$ cat config.mk
export PLATFORM = sky130hd
export DESIGN_NAME = eea_top
export DESIGN_NICKNAME = d
export VERILOG_FILES = /design/src/eea_pkg.sv /design/src/eea_write_timer.sv /design/src/eea_top.sv
export VERILOG_INCLUDE_DIRS = /design/src /design/src/src
export SDC_FILE = /design/constraint.sdc
export NUM_CORES = 1
export LEC_CHECK = 0
export BUFFER_PORTS_ARGS = -buffer_cell sky130_fd_sc_hd__buf_2
export CAP_MARGIN = 5
export CORE_ASPECT_RATIO = 2
export CORE_MARGIN = 10
export CORE_UTILIZATION = 61
export CTS_CLUSTER_DIAMETER = 200
export DETAILED_ROUTE_END_ITERATION = 16
export GPL_TIMING_DRIVEN = 1
export PLACE_DENSITY = 0.78
export SETUP_SLACK_MARGIN = 0.3
export SYNTH_ARGS = -nofsm -noshare
export SYNTH_HDL_FRONTEND = slang
export SYNTH_SLANG_ARGS = --single-unit
$ cat constraint.sdc
create_clock -name CLK_IN -period 3.5 [get_ports CLK_IN]
set_input_delay 0.525 -clock CLK_IN [delete_from_list [all_inputs] [get_ports CLK_IN]]
set_output_delay 0.525 -clock CLK_IN [all_outputs]
set_load 0.005 [all_outputs]
$ cat src/eea_defines.svh
// Overview of operation
// - Control bit 1 permits read operations
// - Bit 0 with permit starts read, stays high for the four read cycles
// - Control bit 3 permits write operations
// - Bit 2 stays high until write completes
// - Write end sets done flag, service clears
// - Data register holds until next operation
// - Address register has five bits, upper zero
`ifndef EEA_DEFINES_SVH
`define EEA_DEFINES_SVH

// Register placement
`define EEA_CTRL_BANK      8'h01
`define EEA_CTRL_OFS       8'h40
`define EEA_DATA_BANK      8'h00
`define EEA_ADDR_OFS       8'h1e
`define EEA_DATA_OFS       8'h1f

// Control field positions
`define EEA_BIT_RD_START   0
`define EEA_BIT_RD_PERMIT  1
`define EEA_BIT_WR_START   2
`define EEA_BIT_WR_PERMIT  3

// Reset values
`define EEA_BYTE_RESET     8'h00
`define EEA_ADDR_RESET     5'h00

// Timing
`define EEA_CLK_PERIOD_NS  50
`define EEA_WRITE_TIME_NS  2000000
`define EEA_READ_CYCLES    3'h4

`endif

$ cat src/eea_pkg.sv
package eea_pkg;

  // Access sequencer states, Gray coded
  typedef enum logic [1:0] {
    EEA_IDLE  = 2'b00,
    EEA_READ  = 2'b01,
    EEA_WRITE = 2'b11
  } eea_state_t;

endpackage

$ cat src/eea_write_timer.sv
`timescale 1ns/1ps
`include "eea_defines.svh"

// Self-timed write cycle; stands in for the cell's own programming timer
module eea_write_timer #(
  parameter int WRITE_CYCLES = 40000
) (
  // Clock and reset
  input  wire logic clk_in,
  input  wire logic rst_b_in,
  // Control
  input  wire logic start_in,
  output logic      done_out
);

  logic [16:0] count;        // Cycles left in the write
  logic [16:0] next_count;
  logic        running;      // Write in progress
  logic        next_running;
  logic        next_done;

  // Next state of the countdown
  always_comb begin
    next_count   = count;
    next_running = running;
    next_done    = 1'b0;
    if (start_in && !running) begin
      // Load full span; a start while running is ignored
      next_count   = 17'(WRITE_CYCLES - 1);
      next_running = 1'b1;
    end else if (running) begin
      if (count == 17'h0) begin
        next_running = 1'b0;
        next_done    = 1'b1;
      end else begin
        next_count = count - 17'h1;
      end
    end
  end

  // Register the countdown
  always_ff @(posedge clk_in) begin
    if (!rst_b_in) begin
      count    <= 17'h0;
      running  <= 1'b0;
      done_out <= 1'b0;
    end else begin
      count    <= next_count;
      running  <= next_running;
      done_out <= next_done;
    end
  end

endmodule

$ cat src/eea_top.sv
`timescale 1ns/1ps
`include "eea_defines.svh"

// Data EEPROM access control with its 32-byte store
module eea_top
  import eea_pkg::*;
#(
  parameter int WRITE_TIME_NS = `EEA_WRITE_TIME_NS
) (
  // Clock and reset
  input  wire logic       CLK_IN,
  input  wire logic       RST_B_IN,
  // Special function register access
  input  wire logic [7:0] BANK_IN,
  input  wire logic [7:0] ADDR_IN,
  input  wire logic       WR_STB_IN,
  input  wire logic [7:0] WDATA_IN,
  output logic      [7:0] RDATA_OUT,
  // Interrupt side
  input  wire logic       DONE_IRQ_EN_IN,
  input  wire logic       DONE_ACK_IN,
  output logic            DONE_FLAG_OUT,
  output logic            IRQ_REQ_OUT
);

  // Minimum write time, rounded up to whole cycles
  localparam int WRITE_CYCLES = (WRITE_TIME_NS + `EEA_CLK_PERIOD_NS - 1) / `EEA_CLK_PERIOD_NS;

  // Register hit decode, shared by all three registers
  function automatic logic reg_hit(input logic [7:0] bank, input logic [7:0] ofs,
                                   input logic [7:0] want_bank, input logic [7:0] want_ofs);
    reg_hit = (bank == want_bank) && (ofs == want_ofs);
  endfunction

  logic [7:0] mem [0:31];       // EEPROM cells
  eea_state_t state;            // Access sequencer
  eea_state_t next_state;
  logic       read_permit;      // Control bit 1
  logic       next_read_permit;
  logic       write_permit;     // Control bit 3
  logic       next_write_permit;
  logic [4:0] eeprom_address_reg;
  logic [4:0] next_address;
  logic [7:0] eeprom_data_reg;
  logic [7:0] next_data;
  logic [4:0] wr_addr;          // Latched target of the write
  logic [4:0] next_wr_addr;
  logic [7:0] wr_data;          // Latched byte of the write
  logic [7:0] next_wr_data;
  logic [2:0] rd_count;         // Read cycle length counter
  logic [2:0] next_rd_count;
  logic       eeprom_done_flag;
  logic       next_done_flag;
  logic [7:0] next_rdata;
  logic       next_irq;
  logic       tmr_start;        // Pulse to the write timer
  logic       tmr_done;         // Write cycle finished
  logic       mem_we;           // Commit latched byte
  logic       sel_ctrl;
  logic       sel_addr;
  logic       sel_data;
  logic [7:0] eeprom_control;   // Readback view of control
  logic       rd_go;
  logic       wr_go;
  logic       read_end;

  // Write timer, clocked by CLK_IN
  eea_write_timer #(
    .WRITE_CYCLES (WRITE_CYCLES)
  ) u_timer (
    .clk_in   (CLK_IN),
    .rst_b_in (RST_B_IN),
    .start_in (tmr_start),
    .done_out (tmr_done)
  );

  // Decode; control sits only behind bank 1, which guards stray writes
  always_comb begin
    sel_ctrl = reg_hit(BANK_IN, ADDR_IN, `EEA_CTRL_BANK, `EEA_CTRL_OFS);
    sel_addr = reg_hit(BANK_IN, ADDR_IN, `EEA_DATA_BANK, `EEA_ADDR_OFS);
    sel_data = reg_hit(BANK_IN, ADDR_IN, `EEA_DATA_BANK, `EEA_DATA_OFS);
    // Start bits mirror the sequencer, so they read high while busy
    eeprom_control = {4'h0, write_permit, state == EEA_WRITE, read_permit, state == EEA_READ};
  end

  // Next values of control, sequencer and data
  always_comb begin
    next_state        = state;
    next_read_permit  = read_permit;
    next_write_permit = write_permit;
    next_address      = eeprom_address_reg;
    next_data         = eeprom_data_reg;
    next_wr_addr      = wr_addr;
    next_wr_data      = wr_data;
    next_rd_count     = rd_count;
    tmr_start         = 1'b0;
    mem_we            = 1'b0;
    read_end          = 1'b0;
    // Start needs the permit already set; both starts at once is ignored
    rd_go = WR_STB_IN && sel_ctrl && WDATA_IN[`EEA_BIT_RD_START] && !WDATA_IN[`EEA_BIT_WR_START]
            && read_permit && (state == EEA_IDLE);
    wr_go = WR_STB_IN && sel_ctrl && WDATA_IN[`EEA_BIT_WR_START] && !WDATA_IN[`EEA_BIT_RD_START]
            && write_permit && (state == EEA_IDLE);
    if (WR_STB_IN && sel_ctrl) begin
      next_read_permit  = WDATA_IN[`EEA_BIT_RD_PERMIT];
      next_write_permit = WDATA_IN[`EEA_BIT_WR_PERMIT];
    end
    if (WR_STB_IN && sel_addr) begin
      next_address = WDATA_IN[4:0];
    end
    // Software data writes are ignored mid-cycle to keep the result intact
    if (WR_STB_IN && sel_data && (state == EEA_IDLE)) begin
      next_data = WDATA_IN;
    end
    case (state)
      EEA_IDLE: begin
        if (rd_go) begin
          next_state    = EEA_READ;
          next_rd_count = `EEA_READ_CYCLES - 3'h1;
        end else if (wr_go) begin
          next_state   = EEA_WRITE;
          next_wr_addr = eeprom_address_reg;
          next_wr_data = eeprom_data_reg;
          tmr_start    = 1'b1;
        end
      end
      EEA_READ: begin
        if (rd_count == 3'h0) begin
          next_state = EEA_IDLE;
          next_data  = mem[eeprom_address_reg];
          read_end   = 1'b1;
        end else begin
          next_rd_count = rd_count - 3'h1;
        end
      end
      EEA_WRITE: begin
        // Held until the timer reports completion
        if (tmr_done) begin
          next_state = EEA_IDLE;
          mem_we     = 1'b1;
        end
      end
      default: begin
        next_state = EEA_IDLE;
      end
    endcase
    // Completion wins over a same-cycle acknowledge
    next_done_flag = mem_we || (eeprom_done_flag && !DONE_ACK_IN);
    next_irq       = next_done_flag && DONE_IRQ_EN_IN;
    if (sel_ctrl) begin
      next_rdata = eeprom_control;
    end else if (sel_addr) begin
      next_rdata = {3'h0, eeprom_address_reg};
    end else if (sel_data) begin
      next_rdata = eeprom_data_reg;
    end else begin
      next_rdata = `EEA_BYTE_RESET;
    end
  end

  // Register control state and outputs
  always_ff @(posedge CLK_IN) begin
    if (!RST_B_IN) begin
      state              <= EEA_IDLE;
      read_permit        <= 1'b0;
      write_permit       <= 1'b0;
      eeprom_address_reg <= `EEA_ADDR_RESET;
      eeprom_data_reg    <= `EEA_BYTE_RESET;
      wr_addr            <= `EEA_ADDR_RESET;
      wr_data            <= `EEA_BYTE_RESET;
      rd_count           <= 3'h0;
      eeprom_done_flag   <= 1'b0;
      DONE_FLAG_OUT      <= 1'b0;
      IRQ_REQ_OUT        <= 1'b0;
      RDATA_OUT          <= `EEA_BYTE_RESET;
    end else begin
      state              <= next_state;
      read_permit        <= next_read_permit;
      write_permit       <= next_write_permit;
      eeprom_address_reg <= next_address;
      eeprom_data_reg    <= next_data;
      wr_addr            <= next_wr_addr;
      wr_data            <= next_wr_data;
      rd_count           <= next_rd_count;
      eeprom_done_flag   <= next_done_flag;
      DONE_FLAG_OUT      <= next_done_flag;
      IRQ_REQ_OUT        <= next_irq;
      RDATA_OUT          <= next_rdata;
    end
  end

  // Cell array; no reset, contents are nonvolatile
  always_ff @(posedge CLK_IN) begin
    if (mem_we) begin
      mem[wr_addr] <= wr_data;
    end
  end

  // Checks
  chk_rd_permit_needed: assert property (@(posedge CLK_IN) disable iff (!RST_B_IN)
    (WR_STB_IN && sel_ctrl && !read_permit && state == EEA_IDLE) |=> state != EEA_READ)
    else $error("read started without permit");
  chk_rd_start_busy: assert property (@(posedge CLK_IN) disable iff (!RST_B_IN)
    rd_go |=> (eeprom_control[`EEA_BIT_RD_START])[*4] ##1 !eeprom_control[`EEA_BIT_RD_START])
    else $error("read busy bit length wrong");
  chk_wr_permit_needed: assert property (@(posedge CLK_IN) disable iff (!RST_B_IN)
    (WR_STB_IN && sel_ctrl && !write_permit && state == EEA_IDLE) |=> state != EEA_WRITE)
    else $error("write started without permit");
  chk_wr_busy_hold: assert property (@(posedge CLK_IN) disable iff (!RST_B_IN)
    (state == EEA_WRITE && !tmr_done) |=> eeprom_control[`EEA_BIT_WR_START])
    else $error("write bit dropped early");
  chk_wr_bit_clear: assert property (@(posedge CLK_IN) disable iff (!RST_B_IN)
    (state == EEA_WRITE && tmr_done) |=> !eeprom_control[`EEA_BIT_WR_START] && mem[$past(wr_addr)] == $past(wr_data))
    else $error("write end not seen");
  chk_done_flag_set: assert property (@(posedge CLK_IN) disable iff (!RST_B_IN)
    (state == EEA_WRITE && tmr_done) |=> DONE_FLAG_OUT
      ##1 (IRQ_REQ_OUT || !$past(DONE_IRQ_EN_IN) || $past(DONE_ACK_IN)))
    else $error("done flag or request missing");
  chk_data_hold: assert property (@(posedge CLK_IN) disable iff (!RST_B_IN)
    !(WR_STB_IN && sel_data) && !read_end |=> $stable(eeprom_data_reg))
    else $error("data register changed unasked");
  chk_addr_upper_zero: assert property (@(posedge CLK_IN) disable iff (!RST_B_IN)
    sel_addr |=> RDATA_OUT[7:5] == 3'h0)
    else $error("address upper bits not zero");

endmodule

==> flow_metrics.env <==
export IMPL_die_x_microns=123
export IMPL_synthToLayoutAreaGrowth_pct=10.0
export IMPL_cp_required_ns=3.92
export IMPL_grt_pass1_wl_mm=46.4
export IMPL_crit_buf_inv=0
export IMPL_clkPwrFrac_pct=41.6
export IMPL_synth_xor_area_share_pct=0.671
export IMPL_hold_viol=0
export IMPL_status="finished clean"
export IMPL_synth_top_family_by_area="multiplexers"
export IMPL_antenna_cells=0
export IMPL_dr_pass1_iters=7
export IMPL_finalCritPeriodShare_pct=77.9
export IMPL_yosysUniqueCellTypes=64
export IMPL_synth_fp_nets=849
export IMPL_leakage_uw=0.00384
export IMPL_top_register="mem"
export IMPL_post_route_min_period_ns=2.73
export IMPL_pwr_share_comb_pct=0.7
export IMPL_setup_worst_path_class="register to register"
export IMPL_cp_slowest_cell="dfxtp_4"
export IMPL_synth_edff_count=256
export IMPL_drive_gt1_share_pct=19.7
export IMPL_drv_slew=0
export IMPL_ant_nets=0
export IMPL_cts_buffer_depth=3
export IMPL_fmax_ghz=0.367
export IMPL_largest_reg_flops=256
export IMPL_slew_headroom_pct=16.9
export IMPL_whs_ns=0.180
export IMPL_dieHeight_microns=227
export IMPL_grt_overflow_total=0
export IMPL_routed_wl_mm=30.1
export IMPL_fin_skew_ns=0.0177
export IMPL_core_area_sq_um=21000
export IMPL_first_global_vias=7997
export IMPL_power_density_nw_per_um2=492
export IMPL_cts_root_buffer="clkbuf_16"
export IMPL_gp_congestion=0.909
export IMPL_setup_violations=0
export IMPL_vias=7443
export IMPL_finalInstanceArea_sq_um=14400
export IMPL_start_kind="register"
export IMPL_async_flop_share_pct=0
export IMPL_cts_tree="built"
export IMPL_min_path_type="input port to register"
export IMPL_netSwitchingPower_uw=1330
export IMPL_grt_antenna_before_repair=0
export IMPL_htree_levels=1
export IMPL_num_rows=75
export IMPL_synth_simple_area_share_pct=8.58
export IMPL_synth_compound_area_share_pct=5.88
export IMPL_fin_tns_setup_ns=0
export IMPL_drc=0
export IMPL_peakVddDrop_mv=0.581
export IMPL_max_cap_viol_count=0
export IMPL_num_io_pins=39
export IMPL_yosys_register_bits=323
export IMPL_slowest_delay_ns=0.89
export IMPL_rsz0062_at_grt="false"
export IMPL_cp_max_fo=49
export IMPL_clk_latency_ns=0.55
export IMPL_end_kind="register"
export IMPL_place_port_buffers=38
export IMPL_postLayoutCoreUtil_pct=68.4
export IMPL_critPathTopFamily="multiplexers"
export IMPL_arrival_ns=3.15
export IMPL_ys_flop_type="edfxtp_1"
export IMPL_synth_area_sq_um=13100
export IMPL_worstPathCellList="mux4_2, mux2i_1, nand3_1, o211ai_1, a211oi_1"
export IMPL_nets=886
export IMPL_start_util_pct=62.1
export IMPL_finalPower_uw=7060
export IMPL_viasPerCell=6.51
export IMPL_synth_avg_cell_area_sq_um=16.0
export IMPL_synth_mux_area_share_pct=13.5
export IMPL_cts_sinks=323
export IMPL_cts_buffers=26
export IMPL_ctsHoldBuffers=0
export IMPL_reg_top3="mem: 256 flops, u_timer.count: 17 flops"
export IMPL_synth_warnings=0
export IMPL_netlist_instances=817
export IMPL_clk_pin_slew_worst_paths_ns=0.07
export IMPL_place_area_sq_um=13500
export IMPL_grt_max_degree=56
export IMPL_post_cts_buffers=0
export IMPL_dp_hpwl_mm=20.2
export IMPL_first_iter_violations=724
export IMPL_swShare_pct=18.8
export IMPL_grtUsageTotal_pct=22.1
export IMPL_ctsResizeCount=0
export IMPL_pwr_share_seq_pct=57.7
export IMPL_dieArea_sq_um=28000
export IMPL_wl_per_cell_microns=26.4
export IMPL_seq_area_frac_synth_pct=69.1
export IMPL_tightestPinTransition_ns=1.24
export IMPL_intPower_uw=5740
export IMPL_synth_fa_ha_area_share_pct=0.287
==> cells by family after synthesis <==
| kind of cell | count (synthesis) |
|---|---|
| muxes | 105 |
| DFF | 323 |
| AOI/OAI and AO/OA | 102 |
| buffers and inverters | 57 |
| adders and majority gates | 3 |
| xor gates and xnor gates | 10 |
| and+or+nand+nor | 217 |
==> cell usage after synthesis (11+ instances only) <==
| cell type | n | area share, % |
|---|---|---|
| edfxtp_1 | 256 | 59 |
| nor2_1 | 68 | 2.0 |
| dfxtp_1 | 67 | 10 |
| mux4_2 | 56 | 9.7 |
| nand2_1 | 54 | 1.6 |
| mux2i_1 | 37 | 2.8 |
| clkbuf_1 | 22 | 0.63 |
| nand3_1 | 21 | 0.80 |
| a21boi_0 | 19 | 1.1 |
| nor2b_1 | 16 | 0.77 |
| buf_2 | 15 | 0.57 |
| inv_1 | 13 | 0.37 |
| mux2_2 | 12 | 1.0 |
| a211oi_1 | 11 | 0.63 |
==> path summary, 6_finish.rpt <==
path                            slack, ns  cells after the start                          startpoint                             to
worst max-delay path                 0.77                      5                            register  eeprom_data_reg[3]$_SDFF_PN0_
worst max register to register       0.77                      5                            register  eeprom_data_reg[3]$_SDFF_PN0_
worst min register to register       0.49                      2  eeprom_address_reg[0]$_SDFFE_PN0P_        wr_addr[0]$_SDFFE_PN0P_
worst min-delay path                 0.18                      2                      DONE_IRQ_EN_IN         IRQ_REQ_OUT$_SDFF_PN0_
==> layer usage <==
layer  part of all wire [%]  GRT usage (%)  up-vias
met1                     33           23.4     3741
met5                      0              0        -
met3                    5.4           3.01      104
met4                    7.0           14.2        0
met2                     55           39.5      339
li1                       -              -     3259
==> cell usage in the layout (no fill, tap or decap), types with 5 or more instances in the layout <==
master / count
a2111oi_0: 5
a211oi_1: 11
a21boi_0: 19
a21oi_1: 7
a22oi_1: 5
a31oi_1: 5
buf_2: 38
buf_4: 13
clkbuf_1: 6
clkbuf_16: 27
clkinv_1: 6
dfxtp_1: 64
edfxtp_1: 256
inv_1: 13
mux2_2: 12
mux2i_1: 37
mux4_2: 56
nand2_1: 54
nand3_1: 21
nor2_1: 68
nor2b_1: 16
nor3_1: 7
nor4_1: 6
o211ai_1: 6
o21ai_0: 8
o311a_1: 6
o31ai_1: 6
xnor2_1: 10
==> power by group through the flow <==
stage	Sequential, uW	Combinational, uW	Clock (uW)
floorplan	4160	21.4	0
CTS	4080	46.9	2960
global route	4080	51.9	3100
finish	4080	47.4	2940
global placement	4160	44.9	0
detailed placement	4160	46.6	0
==> cell type report <==
cell class | count | area [sq um]
fill | 1364 | 6650
sequential | 323 | 9030
timing repair buffer | 53 | 318
tap | 269 | 337
inverter | 13 | 48.8
clock buffer | 33 | 698
multi-input combinational | 437 | 3780
clock inverter | 15 | 151
==> through the flow <==
stage | std cells | setup slack (ns)
2_1_floorplan | 817 | 1.52
3_3_place_gp | 1093 | 0.927
3_5_place_dp | 1093 | 0.896
4_1_cts | 1141 | 0.872
5_1_grt | 1143 | 0.663
6_report | 1143 | 0.775
No activity file was read; power rests on OpenSTA's default activity.
